$ cat src/verilog/fcw_pkg.sv
// package for the flash command write host controller
package fcw_pkg;
  localparam int CLK_MHZ       = 40;
  localparam int ADDR_W        = 17;
  localparam logic [7:0] CMD_READ      = 8'h00;
  localparam logic [7:0] CMD_ERASE     = 8'h20;
  localparam logic [7:0] CMD_ERASE_VFY = 8'hA0;
  localparam logic [7:0] CMD_PROG      = 8'h40;
  localparam logic [7:0] CMD_PROG_VFY  = 8'hC0;
  localparam logic [7:0] ERASED_BYTE   = 8'hFF;
  localparam logic [7:0] ZERO_BYTE     = 8'h00;
  localparam int ERASE_PULSE_MS = 10;
  localparam int PROG_PULSE_US  = 10;
  localparam int ERASE_CYC      = ERASE_PULSE_MS * 1000 * CLK_MHZ;
  localparam int PROG_CYC       = PROG_PULSE_US * CLK_MHZ;
  localparam int ERASE_TRIES    = 1000;
  localparam int PROG_TRIES     = 25;
  // bus phase lengths, 4 cycles = 100 ns, well over glitch filter and access time
  localparam logic [23:0] PHASE_CYC = 24'h000004;
  localparam logic [ADDR_W-1:0] LAST_ADDR = 17'h1FFFF;
  localparam logic [ADDR_W-1:0] ID_ADDR = 17'h00000;

  typedef enum logic [2:0] {
    OP_NONE  = 3'h0,
    OP_READ  = 3'h1,
    OP_PROG  = 3'h2,
    OP_ERASE = 3'h3,
    OP_IDENT = 3'h4
  } fcw_op_t;

  typedef struct packed {
    logic              ce_n;
    logic              oe_n;
    logic              we_n;
  } fcw_ctl_t;

  typedef enum logic [3:0] {
    ST_IDLE  = 4'b0000,
    ST_WSET  = 4'b0001,
    ST_WLOW  = 4'b0011,
    ST_WHI   = 4'b0010,
    ST_WAIT  = 4'b0110,
    ST_RSET  = 4'b0111,
    ST_RLOW  = 4'b0101,
    ST_CHK   = 4'b0100,
    ST_DONE  = 4'b1100
  } fcw_st_t;
endpackage
$ cat src/verilog/fcw_host.sv
// host controller driving a bulk-erase flash through its parallel pins
`timescale 1ns/1ps
module fcw_host
  import fcw_pkg::*;
#(
  parameter int ERASE_CYCLES = ERASE_CYC
) (
  // clock and reset
  input  wire logic              I_REF_CLK,
  input  wire logic              I_RST,
  // request side
  input  wire logic              I_START,
  input  wire fcw_op_t           I_OP,
  input  wire logic [ADDR_W-1:0] I_ADDR,
  input  wire logic [7:0]        I_WDATA,
  input  wire logic              I_SUPPLY_HIGH,
  output logic                   O_BUSY,
  output logic                   O_DONE,
  output logic                   O_FAIL,
  output logic [7:0]             O_RDATA,
  // flash pins
  output fcw_ctl_t               O_CTL,
  output logic [ADDR_W-1:0]      O_ADDR,
  output logic                   O_ID_HV,
  output logic [7:0]             O_DQ,
  output logic                   O_DQ_OE_N,
  input  wire logic [7:0]        I_DQ
);

  fcw_st_t           st_q;
  fcw_op_t           op_q;
  logic [23:0]       cnt_q;
  logic [9:0]        tries_q;
  logic [2:0]        step_q;
  logic [ADDR_W-1:0] addr_q;
  logic [ADDR_W-1:0] cur_q;
  logic [7:0]        data_q;
  logic [7:0]        wd_q;
  logic [7:0]        dq_s1_q;
  logic [7:0]        dq_s2_q;
  logic              sup_s1_q;
  logic              sup_s2_q;

  // pin inputs cross into the clock domain through two flops
  always_ff @(posedge I_REF_CLK or posedge I_RST) begin
    if (I_RST) begin
      dq_s1_q  <= 8'h00;
      dq_s2_q  <= 8'h00;
      sup_s1_q <= 1'b0;
      sup_s2_q <= 1'b0;
    end else begin
      dq_s1_q  <= I_DQ;
      dq_s2_q  <= dq_s1_q;
      sup_s1_q <= I_SUPPLY_HIGH;
      sup_s2_q <= sup_s1_q;
    end
  end

  // command byte for a given step of the current operation
  function automatic logic [7:0] step_data(input fcw_op_t op, input logic [2:0] s, input logic [7:0] wd);
    logic [7:0] r;
    r = CMD_READ;
    case (op)
      OP_PROG:  r = (s == 3'h0) ? CMD_PROG : (s == 3'h1) ? wd : CMD_PROG_VFY;
      OP_ERASE: r = (s == 3'h2) ? CMD_ERASE_VFY : CMD_ERASE;
      OP_IDENT: r = 8'h90;
      default:  r = CMD_READ;
    endcase
    return r;
  endfunction

  // main sequencer: write cycles, pulse timing, verify reads and retries
  always_ff @(posedge I_REF_CLK or posedge I_RST) begin
    if (I_RST) begin
      st_q      <= ST_IDLE;
      op_q      <= OP_NONE;
      cnt_q     <= 24'h000000;
      tries_q   <= 10'h000;
      step_q    <= 3'h0;
      addr_q    <= '0;
      cur_q     <= '0;
      data_q    <= 8'h00;
      wd_q      <= 8'h00;
      O_CTL     <= '{ce_n: 1'b1, oe_n: 1'b1, we_n: 1'b1};
      O_ADDR    <= '0;
      O_ID_HV   <= 1'b0;
      O_DQ      <= 8'h00;
      O_DQ_OE_N <= 1'b1;
      O_BUSY    <= 1'b0;
      O_DONE    <= 1'b0;
      O_FAIL    <= 1'b0;
      O_RDATA   <= 8'h00;
    end else begin
      O_DONE <= 1'b0;
      case (st_q)
        ST_IDLE: begin
          if (I_START) begin
            op_q    <= I_OP;
            addr_q  <= I_ADDR;
            wd_q    <= I_WDATA;
            tries_q <= 10'h000;
            step_q  <= 3'h0;
            cur_q   <= (I_OP == OP_ERASE) ? '0 : I_ADDR;
            O_BUSY  <= 1'b1;
            O_FAIL  <= 1'b0;
            cnt_q   <= PHASE_CYC;
            // with supply high a read first writes the read code, so a stale verify or identifier command cannot answer
            if (!sup_s2_q && (I_OP == OP_READ || I_OP == OP_IDENT)) begin
              st_q <= ST_RSET;
            end else if (!sup_s2_q) begin
              st_q <= ST_DONE;
              O_FAIL <= 1'b1;
            end else begin
              st_q <= ST_WSET;
            end
            O_ID_HV <= (I_OP == OP_IDENT) && !sup_s2_q;
            O_ADDR  <= (I_OP == OP_IDENT) ? {{(ADDR_W-1){1'b0}}, I_ADDR[0]} : I_ADDR;
          end
        end
        ST_WSET: begin
          // ce low first so the strobe frames the write; oe held high throughout
          O_CTL     <= '{ce_n: 1'b0, oe_n: 1'b1, we_n: 1'b1};
          O_DQ      <= step_data(op_q, step_q, wd_q);
          O_DQ_OE_N <= 1'b0;
          O_ADDR    <= (op_q == OP_ERASE && step_q == 3'h2) || op_q == OP_PROG ? cur_q : O_ADDR;
          cnt_q     <= cnt_q - 24'h000001;
          if (cnt_q == 24'h000001) begin
            st_q  <= ST_WLOW;
            cnt_q <= PHASE_CYC;
          end
        end
        ST_WLOW: begin
          // strobe low long enough to clear the glitch filter; address latched on fall
          O_CTL <= '{ce_n: 1'b0, oe_n: 1'b1, we_n: 1'b0};
          cnt_q <= cnt_q - 24'h000001;
          if (cnt_q == 24'h000001) begin
            st_q  <= ST_WHI;
            cnt_q <= PHASE_CYC;
          end
        end
        ST_WHI: begin
          // data latched on strobe rise; ce released on the same edge, so strobe and select rise together
          O_CTL <= '{ce_n: 1'b1, oe_n: 1'b1, we_n: 1'b1};
          cnt_q <= cnt_q - 24'h000001;
          if (cnt_q == 24'h000001) begin
            O_DQ_OE_N <= 1'b1;
            cnt_q     <= PHASE_CYC;
            st_q      <= ST_WSET;
            case (op_q)
              OP_PROG: begin
                step_q <= step_q + 3'h1;
                if (step_q == 3'h1) begin
                  st_q  <= ST_WAIT;
                  cnt_q <= 24'(PROG_CYC);
                end else if (step_q == 3'h2) begin
                  st_q <= ST_RSET;
                end
              end
              OP_ERASE: begin
                step_q <= step_q + 3'h1;
                if (step_q == 3'h1) begin
                  st_q  <= ST_WAIT;
                  cnt_q <= 24'(ERASE_CYCLES);
                end else if (step_q == 3'h2) begin
                  st_q <= ST_RSET;
                end
              end
              default: st_q <= ST_RSET;
            endcase
          end
        end
        ST_WAIT: begin
          cnt_q <= cnt_q - 24'h000001;
          if (cnt_q == 24'h000001) begin
            st_q  <= ST_WSET;
            cnt_q <= PHASE_CYC;
          end
        end
        ST_RSET: begin
          O_CTL     <= '{ce_n: 1'b0, oe_n: 1'b0, we_n: 1'b1};
          O_DQ_OE_N <= 1'b1;
          cnt_q     <= cnt_q - 24'h000001;
          if (cnt_q == 24'h000001) begin
            st_q  <= ST_RLOW;
            cnt_q <= 24'h000003;
          end
        end
        ST_RLOW: begin
          // wait out two synchroniser stages before sampling the data bus
          cnt_q <= cnt_q - 24'h000001;
          if (cnt_q == 24'h000001) begin
            data_q <= dq_s2_q;
            O_CTL  <= '{ce_n: 1'b1, oe_n: 1'b1, we_n: 1'b1};
            st_q   <= ST_CHK;
          end
        end
        ST_CHK: begin
          O_RDATA <= data_q;
          cnt_q   <= PHASE_CYC;
          st_q    <= ST_DONE;
          step_q  <= 3'h0;
          if (op_q == OP_ERASE) begin
            if (data_q == ERASED_BYTE) begin
              if (cur_q == LAST_ADDR) begin
                st_q <= ST_DONE;
              end else begin
                cur_q  <= cur_q + 17'h00001;
                step_q <= 3'h2;
                st_q   <= ST_WSET;
              end
            end else if (tries_q == 10'(ERASE_TRIES - 1)) begin
              O_FAIL <= 1'b1;
            end else begin
              tries_q <= tries_q + 10'h001;
              st_q    <= ST_WSET;
            end
          end else if (op_q == OP_PROG && data_q != wd_q) begin
            if (tries_q == 10'(PROG_TRIES - 1)) begin
              O_FAIL <= 1'b1;
            end else begin
              tries_q <= tries_q + 10'h001;
              st_q    <= ST_WSET;
            end
          end
        end
        ST_DONE: begin
          // drop the identifier voltage and end busy; no read code is written, so the flash keeps its last command
          O_ID_HV  <= 1'b0;
          O_BUSY   <= 1'b0;
          O_DONE   <= 1'b1;
          st_q     <= ST_IDLE;
        end
        default: st_q <= ST_IDLE;
      endcase
    end
  end

endmodule

$ cat config.mk
export PLATFORM = sky130hd
export DESIGN_NAME = fcw_host
export DESIGN_NICKNAME = d
export VERILOG_FILES = /design/src/verilog/fcw_pkg.sv /design/src/verilog/fcw_host.sv
export SDC_FILE = /design/constraint.sdc
export NUM_CORES = 1
export LEC_CHECK = 0
export BUFFER_PORTS_ARGS = -buffer_cell sky130_fd_sc_hd__buf_2
export CORE_UTILIZATION = 53
export CTS_CLUSTER_SIZE = 28
export DETAILED_ROUTE_END_ITERATION = 16
export PLACE_DENSITY = 0.85
export REMOVE_ABC_BUFFERS = 1
export SYNTH_ARGS = -nofsm -noshare
export SYNTH_HDL_FRONTEND = slang
export SYNTH_SLANG_ARGS = --single-unit
$ cat constraint.sdc
create_clock -name I_REF_CLK -period 3.69 [get_ports I_REF_CLK]
set_input_delay 0 -clock I_REF_CLK [delete_from_list [all_inputs] [get_ports I_REF_CLK]]
set_output_delay 0 -clock I_REF_CLK [all_outputs]
set_load 0.005 [all_outputs]
* Word level (Yosys, flattened, before mapping)
Index checks and enable logic that the tools add are counted.
** Word-level totals
- Flip-flop bits (word level) :: 136
- Logic and storage cells :: 170
** Cells by class
- $add $sub $neg :: 4
- Equal/unequal tests :: 40
- Muxes and demuxes :: 73
- Reductions and logical operators :: 30
** Operators with widths (number)
- case mux 24 bit (6 select lines) :: 1
- two-way mux 17 bit :: 8
- two-way mux 24 bit :: 4
- case mux 17 bit (2 select lines) :: 2
- two-way mux 10 bit :: 6
- two-way mux 4 bit :: 15
- case mux 19 bit (2 select lines) :: 1
- case mux 4 bit (8 select lines) :: 1
- equality test 24 x 1 -> 1 bit, second input constant :: 1
- two-way mux 8 bit :: 3
- != test 2 bit, second input constant :: 12
- case mux 8 bit (3 select lines) :: 1
- subtractor 24 x 1 -> 24 bit, second input constant :: 1
- two-way mux 3 bit :: 7
- case mux 10 bit (2 select lines) :: 1
- two-way mux 19 bit :: 1
- != test 3 bit, second input constant :: 6
- adder 17 x 1 -> 17 bit, second input constant :: 1
- equality test 17 bit, second input constant :: 1
- equality test 4 x 3 -> 1 bit, second input constant :: 4
- case mux 3 bit (5 select lines) :: 1
- equality test 3 x 2 -> 1 bit, second input constant :: 4
- two-way mux 1 bit :: 12
- AND reduction 2 bit :: 6
- 32 further kinds :: 47

* Depth between registers and ports, before layout
Gate-level depths: netlist (run 1).
- Depth in word-level cells :: 6
- Mapped depth :: 12

* Worst setup path after synthesis (run 1)
Ideal clock, no wire load.
- Kind :: flip-flop to flip-flop
- From :: reg cur_q[0]
- To :: reg cur_q[7]
- Setup time :: 123 ps
- Data arrival time :: 2402 ps
- Setup slack :: 1165 ps
- Cell stages (with the launch flop) :: 13
- Buffers on the path :: 2
- Period minus slack after synthesis :: 2525 ps
- Cell sequence :: dfrtp_1 -> ha_1 -> nand4_1 -> nor2_1 -> nand4_1 -> nor3_1 -> ha_1 -> or4_4 -> and2_4 -> buf_6 -> buf_6 -> o21ai_1 -> o21ai_1
** Between the ends
- Longest elaborated chain between the ends :: 5
- Elaborated cells between the ends (all ways) :: 8
- Those cells by class :: add/sub (1); eq/ne (2); mux (4); reduce/logical (1)
** RTL lines
- start, declared :: RTL line fcw_host.sv:36 : logic [ADDR_W-1:0] cur_q;
- start signal, assigned :: RTL line fcw_host.sv:103 : cur_q <= (I_OP == OP_ERASE) ? '0 : I_ADDR;
- start signal, assigned :: RTL line fcw_host.sv:207 : cur_q <= cur_q + 17'h00001;
- adder 17 x 1 -> 17 bit :: RTL line fcw_host.sv:207
- two-way mux 17 bit :: RTL line fcw_host.sv:204 : if (cur_q == LAST_ADDR) begin
- two-way mux 17 bit :: RTL line fcw_host.sv:203 : if (data_q == ERASED_BYTE) begin
- two-way mux 17 bit :: RTL line fcw_host.sv:202 : if (op_q == OP_ERASE) begin
- case mux 17 bit (2 select lines) :: RTL line fcw_host.sv:95 : case (st_q)
Several ways; a longest one is shown, not always the timed one. The select of a mux whose other input is x is not followed.
A chain may end at the register's enable or synchronous reset.

* Worst setup path in the final report (run 1)
- From :: reg cur_q[0]
- To :: reg cur_q[4]
The elaborated chain is that of the path after synthesis.

==> impl_metrics.py, run 1 <==
metrics = {
    "status": {
        "status": "complete, no violations",
    },
    "power": {
        "p_leak_nw": 3.768,
        "peakVddDrop_mv": 0.5134,
        "p_per_area_nw_per_um2": 763.7,
    },
    "yosys": {
        "synth_area_per_cell_um2": 9.086,
        "synthTopCellsByCount": "132 x dfrtp_1, 122 x nand2_1, 74 x o21ai_0",
        "synth_compound_gate_area_share_pct": 19.86,
        "yosysMostFrequentCell": "dfrtp_1",
        "synth.distinct_cells": 67,
        "synthMuxAreaShare_pct": 1.638,
        "synth-adder-area-share_pct": 1.841,
        "synthCells": 748,
        "synthTopCellsByArea": "dfrtp_1 49%, nand2_1 6.7%, o21ai_0 5.4%",
        "synth_top_family_by_area": "simple AND/OR/NAND/NOR gates",
        "synth_ff_type": "dfrtp_1",
        "synth_top_area_share_pct": 48.60,
        "synth-warning-count": 0,
        "synth_edf_count": 0,
        "syn_area_um2": 6797,
        "synthXorXnorAreaFrac_pct": 1.546,
        "synthArstFlopShare_pct": 100.0,
        "synth-simple-area-share_pct": 21.10,
        "synth-seq-area-share_pct": 50.15,
        "yosys.area.top_type": "dfrtp_1",
        "ys_seq_elements": 136,
    },
    "global_routing": {
        "track_usage_pct": 28.95,
        "grt_busiest_layer": "met2",
        "grt_start_max_net_pins": 66,
        "antenna_found_initial": 0,
        "first_global_vias": 6069,
        "met2_usage_pct": 48.88,
        "grt_pass1_wl_um": 29660,
        "grt_remaining_overflow": 0,
        "use_met1_pct": 35.64,
        "global_route.usage.met3_pct": 6.642,
    },
    "sta": {
        "relSlewSlack_pct": 38.25,
        "fin_crit_ps": 2924,
        "hold_viol_final": 0,
        "tightest_slew_ps": 922.8,
        "setup_viol": 0,
        "rsz0062_at_grt": "false",
        "fin_crit_sh_pct": 79.23,
        "clock_skew_ps": 11.94,
        "fmax_mhz": 342.1,
        "maxSlewViolCount": 0,
    },
    "floorplan": {
        "die_area_um2": 13280,
        "num_rows": 41,
        "ios": 81,
        "die_x_um": 115.2,
        "fp.dieH_um": 115.2,
        "start_util_pct": 54.08,
        "core_um2": 12570,
    },
    "place": {
        "dp.cells": 974,
        "place_hpwl_um": 11040,
        "gp_congestion": 0.9158,
        "placed_area_um2": 7347,
        "port_buffers": 80,
    },
    "layout": {
        "drive_above_1_share_pct": 18.12,
        "fin_cells": 1044,
        "final_cell_area_um2": 8309,
        "fin_nets": 909,
        "num_antenna_cells": 0,
        "syn2layout_area_growth_pct": 22.26,
    },
    "cts": {
        "cts_sinks": 136,
        "clk_latency_ps": 430,
        "htreeDepth": 4,
        "cts_buffers": 17,
        "path_clk_slew_ps": 60,
        "postCtsSetupRepairBufs": 0,
        "clockBufferDepth": 2,
        "ctsRootBufferMaster": "clkbuf_16",
        "cts_tree": "done",
    },
    "worst_setup_path": {
        "r2r-start": "cur_q[0]",
        "critPathArrivalTime_ps": 3260,
        "cp.required_ps": 4020,
        "path_class": "reg -> reg",
        "path_max_fanout": 19,
        "start_kind": "register",
        "worstSetupEndpointType": "register",
        "startpoint": "cur_q[0]",
    },
    "routing": {
        "firstDrtPassIters": 7,
        "drtIter0Drc": 632,
        "routedWlPerCell_um": 17.48,
        "vias_per_cell": 6.059,
        "ant_nets": 0,
        "wl_um": 18250,
        "drcViolationCount": 0,
        "num_vias": 6326,
    },
    "min_path": {
        "hp-class": "in -> reg",
        "hold_start": "I_START",
    },
    "flow_run": {
        "drv_cap": 0,
    },
}
==> flip-flops by register name, summed over array words and instances (netlist names), 10 cells and up <==
signal and cells:
cnt_q 24, cur_q 17, tries_q 10, O_ADDR 17
==> what timing repair did <==
action	in CTS	in global routing
resized for setup	0	0
endpoints found under the hold margin	114	0
hold buffers	38	0
==> power breakdown <==
group | internal (mW) | switching, mW | total (mW)
Clock | 0.959 | 0.732 | 1.69
Combinational | 0.861 | 1.36 | 2.22
Sequential | 1.94 | 0.494 | 2.43
Total | 3.76 | 2.59 | 6.35
==> worst max-delay path, stage by stage, from the launching register on <==
cell and delay (ps):
dfrtp_1 440, ha_1 260, nand4_1 160, nor2_1 120
nand4_1 240, nor3_1 100, ha_1 200, or4_4 550
nand2_2 320, o21ai_0 190, a21oi_1 240
==> cell type report <==
type | count | area [um^2]
clock buffer | 18 | 429.2
clock inverter | 14 | 152.6
sequential | 136 | 3408
inverter | 22 | 87.58
fill | 923 | 4259
timing repair buffer | 132 | 885.9
tap | 172 | 215.2
multi-input combinational | 550 | 3131
==> final timing paths <==
check	endpoint	slack [ps]	cells past startpoint
hold reg to reg	dq_s2_q[1]	350	0
min in group asynchronous	cnt_q[20]	200	3
setup / recovery	cur_q[4]	770	10
max in group asynchronous	sup_s1_q	2580	4
hold / removal	st_q[1]	170	3
setup reg to reg	cur_q[4]	770	10
==> placed cells by master, fill, tap and decap left out, types with 14 or more instances in the layout <==
cell           instances
a21oi_1               49
a22oi_1               18
a31oi_1               15
buf_2                 80
buf_4                 14
clkbuf_16             17
dfrtp_1              132
dlygate4sd3_1         38
inv_1                 20
nand2_1              122
nand3_1               21
nand4_1               16
nor2_1                55
nor3_1                18
o21ai_0               74
==> per-stage QoR <==
step                setup slack [ps]  power (mW)  hold slack (ps)  util [%]  setup TNS [ps]
finish                         766.5       6.346            169.2     66.11               0
global route                   614.8       6.736            195.2     66.11               0
CTS                            813.4       6.275            155.8     66.11               0
detailed placement             890.8       4.528            109.7     58.46               0
global placement               971.0       4.452            107.3     58.46               0
floorplan                     -194.0       3.766            31.43         -          -525.3
==> metal layers <==
metal	vias to the layer above	routed length [um]	share of wire (%)
li1	2934	-	-
met1	3034	7301	40
met2	293	9170	50
met3	65	1208	6.6
met4	0	566	3.1
met5	-	0	0
==> cell families (layout without fill, tap and decap cells) <==
group	count (synthesis)	in the layout
AOI/OAI and AO/OA	219	219
adders and majority gates	10	10
muxes	10	10
and+or+nand+nor	299	299
buffers and inverters	62	186
DFF	136	136
xor gates and xnor gates	12	12
(Power assumes the default switching activity.)
==> inputs of run 2 (changes only) <==
Settings changed: CORE_UTILIZATION 53 to 58, PLACE_DENSITY 0.85 to 0.87.
Clock period 3.69 ns to 2.7 ns, I/O delays scaled along.
==> impl_metrics.py, run 2 (synthesis gave the netlist of run 1 again) <==
metrics = {
    "power": {
        "p_sw_mw": 3.821,
        "pwr-share-comb_pct": 37.8,
        "power_frac_seq_pct": 36.4,
        "p_int_mw": 5.293,
        "switching_share_pct": 41.93,
        "p_leak_nw": 3.872,
        "clockPowerShare_pct": 25.7,
        "p_per_area_nw_per_um2": 1076,
        "peakVddDrop_mv": 0.8806,
    },
    "floorplan": {
        "num_rows": 39,
        "die_x_um": 110.3,
        "core_um2": 11420,
        "die_area_um2": 12160,
        "start_util_pct": 59.52,
        "fp.dieH_um": 110.3,
        "ios": 81,
    },
    "cts": {
        "cts_tree": "done",
        "cts_buffers": 17,
        "ctsRootBufferMaster": "clkbuf_16",
        "clockBufferDepth": 2,
        "htreeDepth": 4,
        "path_clk_slew_ps": 70,
        "cts_sinks": 136,
        "clk_latency_ps": 440,
    },
    "sta": {
        "maxSlewViolCount": 0,
        "fmax_mhz": 374.7,
        "setup_viol": 0,
        "tns_ps": 0,
        "rsz0062_at_grt": "true",
        "fin_crit_sh_pct": 98.85,
        "tightest_slew_ps": 1262,
        "clock_skew_ps": 10.13,
        "relSlewSlack_pct": 15.49,
        "fin_crit_ps": 2669,
        "hold_viol_final": 0,
        "holdWs_ps": 190.9,
    },
    "global_routing": {
        "grt_start_max_net_pins": 92,
        "first_global_vias": 6722,
        "grt_remaining_overflow": 0,
        "grt_pass1_wl_um": 32400,
        "track_usage_pct": 35.62,
        "antenna_found_initial": 1,
    },
    "worst_setup_path": {
        "cp.required_ps": 3020,
        "startpoint": "cur_q[1]",
        "start_kind": "register",
        "worstSetupEndpointType": "register",
        "r2r_setup_slack_ps": 30,
        "r2r-start": "cur_q[1]",
        "path_class": "reg -> reg",
        "critPathArrivalTime_ps": 2990,
        "path_max_fanout": 7,
    },
    "layout": {
        "num_antenna_cells": 0,
        "fin_nets": 930,
        "fillers": 755,
        "multi_input_area_um2": 3164,
        "final-seq-area_um2": 3410,
        "final_common_cell": "dfrtp_1",
        "largest_reg_flops": 24,
        "syn2layout_area_growth_pct": 24.65,
        "top_regs": "cnt_q x24, O_ADDR x17, cur_q x17",
        "drive_above_1_share_pct": 20.72,
        "post-route-util_pct": 74.19,
        "top_register": "cnt_q",
        "most-common-layout-cells": "131 x dfrtp_1, 122 x nand2_1, 80 x buf_2, 73 x o21ai_0, 54 x nor2_1",
    },
    "routing": {
        "num_vias": 6979,
        "firstDrtPassIters": 6,
        "wl_met3_um": 2083,
        "drcViolationCount": 0,
        "drtIter0Drc": 959,
        "met1_length_um": 7722,
        "routed.top_layer": "met4",
        "routedWlPerCell_um": 20.82,
        "wl_um": 21570,
        "dr_wl_met2_um": 10480,
        "vias_per_cell": 6.736,
        "ant_nets": 0,
    },
    "place": {
        "gp_congestion": 0.9279,
        "port_buffers": 80,
        "place_hpwl_um": 12410,
    },
    "flow_run": {
        "drv_cap": 0,
    },
    "min_path": {
        "hold_start": "I_START",
        "hp-class": "in -> reg",
    },
    "status": {
        "status": "complete, no violations",
    },
}
run 2: per-stage QoR:
stage          total power [mW]  instances  setup slack, ps  area, um^2
2_1_floorplan             5.146        708            -1184        6616
3_3_place_gp              6.165        963            248.0        7458
3_5_place_dp              6.376        963            97.35        7458
4_1_cts                   8.782       1033            90.81        8422
5_1_grt                   9.551       1036           -61.63        8472
6_report                  9.114       1036            30.98        8472
run 2: final cells by class:
cell class                      count  area share (%)
Sequential cell                   136           40.25
Multi-Input combinational cell    551           37.35
Timing Repair Buffer              152           12.38
Clock buffer                       20           5.391
Tap cell                          143           2.112
Clock inverter                     12           1.492
Inverter                           22           1.034
run 2: timing repair:
action / 4_1_cts / 5_1_grt
endpoints found under the setup margin: 0 / 18
setup buffers: 0 / 2
hold endpoints to repair: 141 / 0
resized for setup: 0 / 8
hold buffers: 38 / 0
run 2: layer usage:
| metal | GRT usage, % | vias up |
|---|---|---|
| li1 | - | 2979 |
| met2 | 58.74 | 530 |
| met1 | 41.25 | 3305 |
| met3 | 9.524 | 165 |
| met5 | 0 | - |
| met4 | 22.27 | 0 |
run 2: worst max-delay path, stage by stage, from the launching register on:
cell and delay (ps):
dfrtp_1 470, ha_2 240, nand4_1 170, nor2_2 90
nand4_1 120, nor3_1 70, ha_1 190, or4_4 580
and2_4 240, a221oi_1 300, nor2_1 80
run 2: path summary, 6_finish.rpt:
| check | to | cells after the start |
|---|---|---|
| worst max-delay path | cur_q[1] | 10 |
| worst min-delay path | st_q[1] | 3 |
| worst max register to register | cur_q[1] | 10 |
| worst min register to register | dq_s2_q[2] | 0 |
| max in group asynchronous | step_q[1] | 4 |
| min in group asynchronous | cnt_q[23] | 3 |
run 2: power by group through the flow:
stage,Combinational [mW],Clock (mW),Sequential [mW]
final,3.45,2.35,3.32
after floorplan,1.95,0,3.19
after CTS,3.21,2.33,3.24
after detailed placement,3.12,0,3.25
after global placement,2.97,0,3.20
after global routing,3.77,2.42,3.37
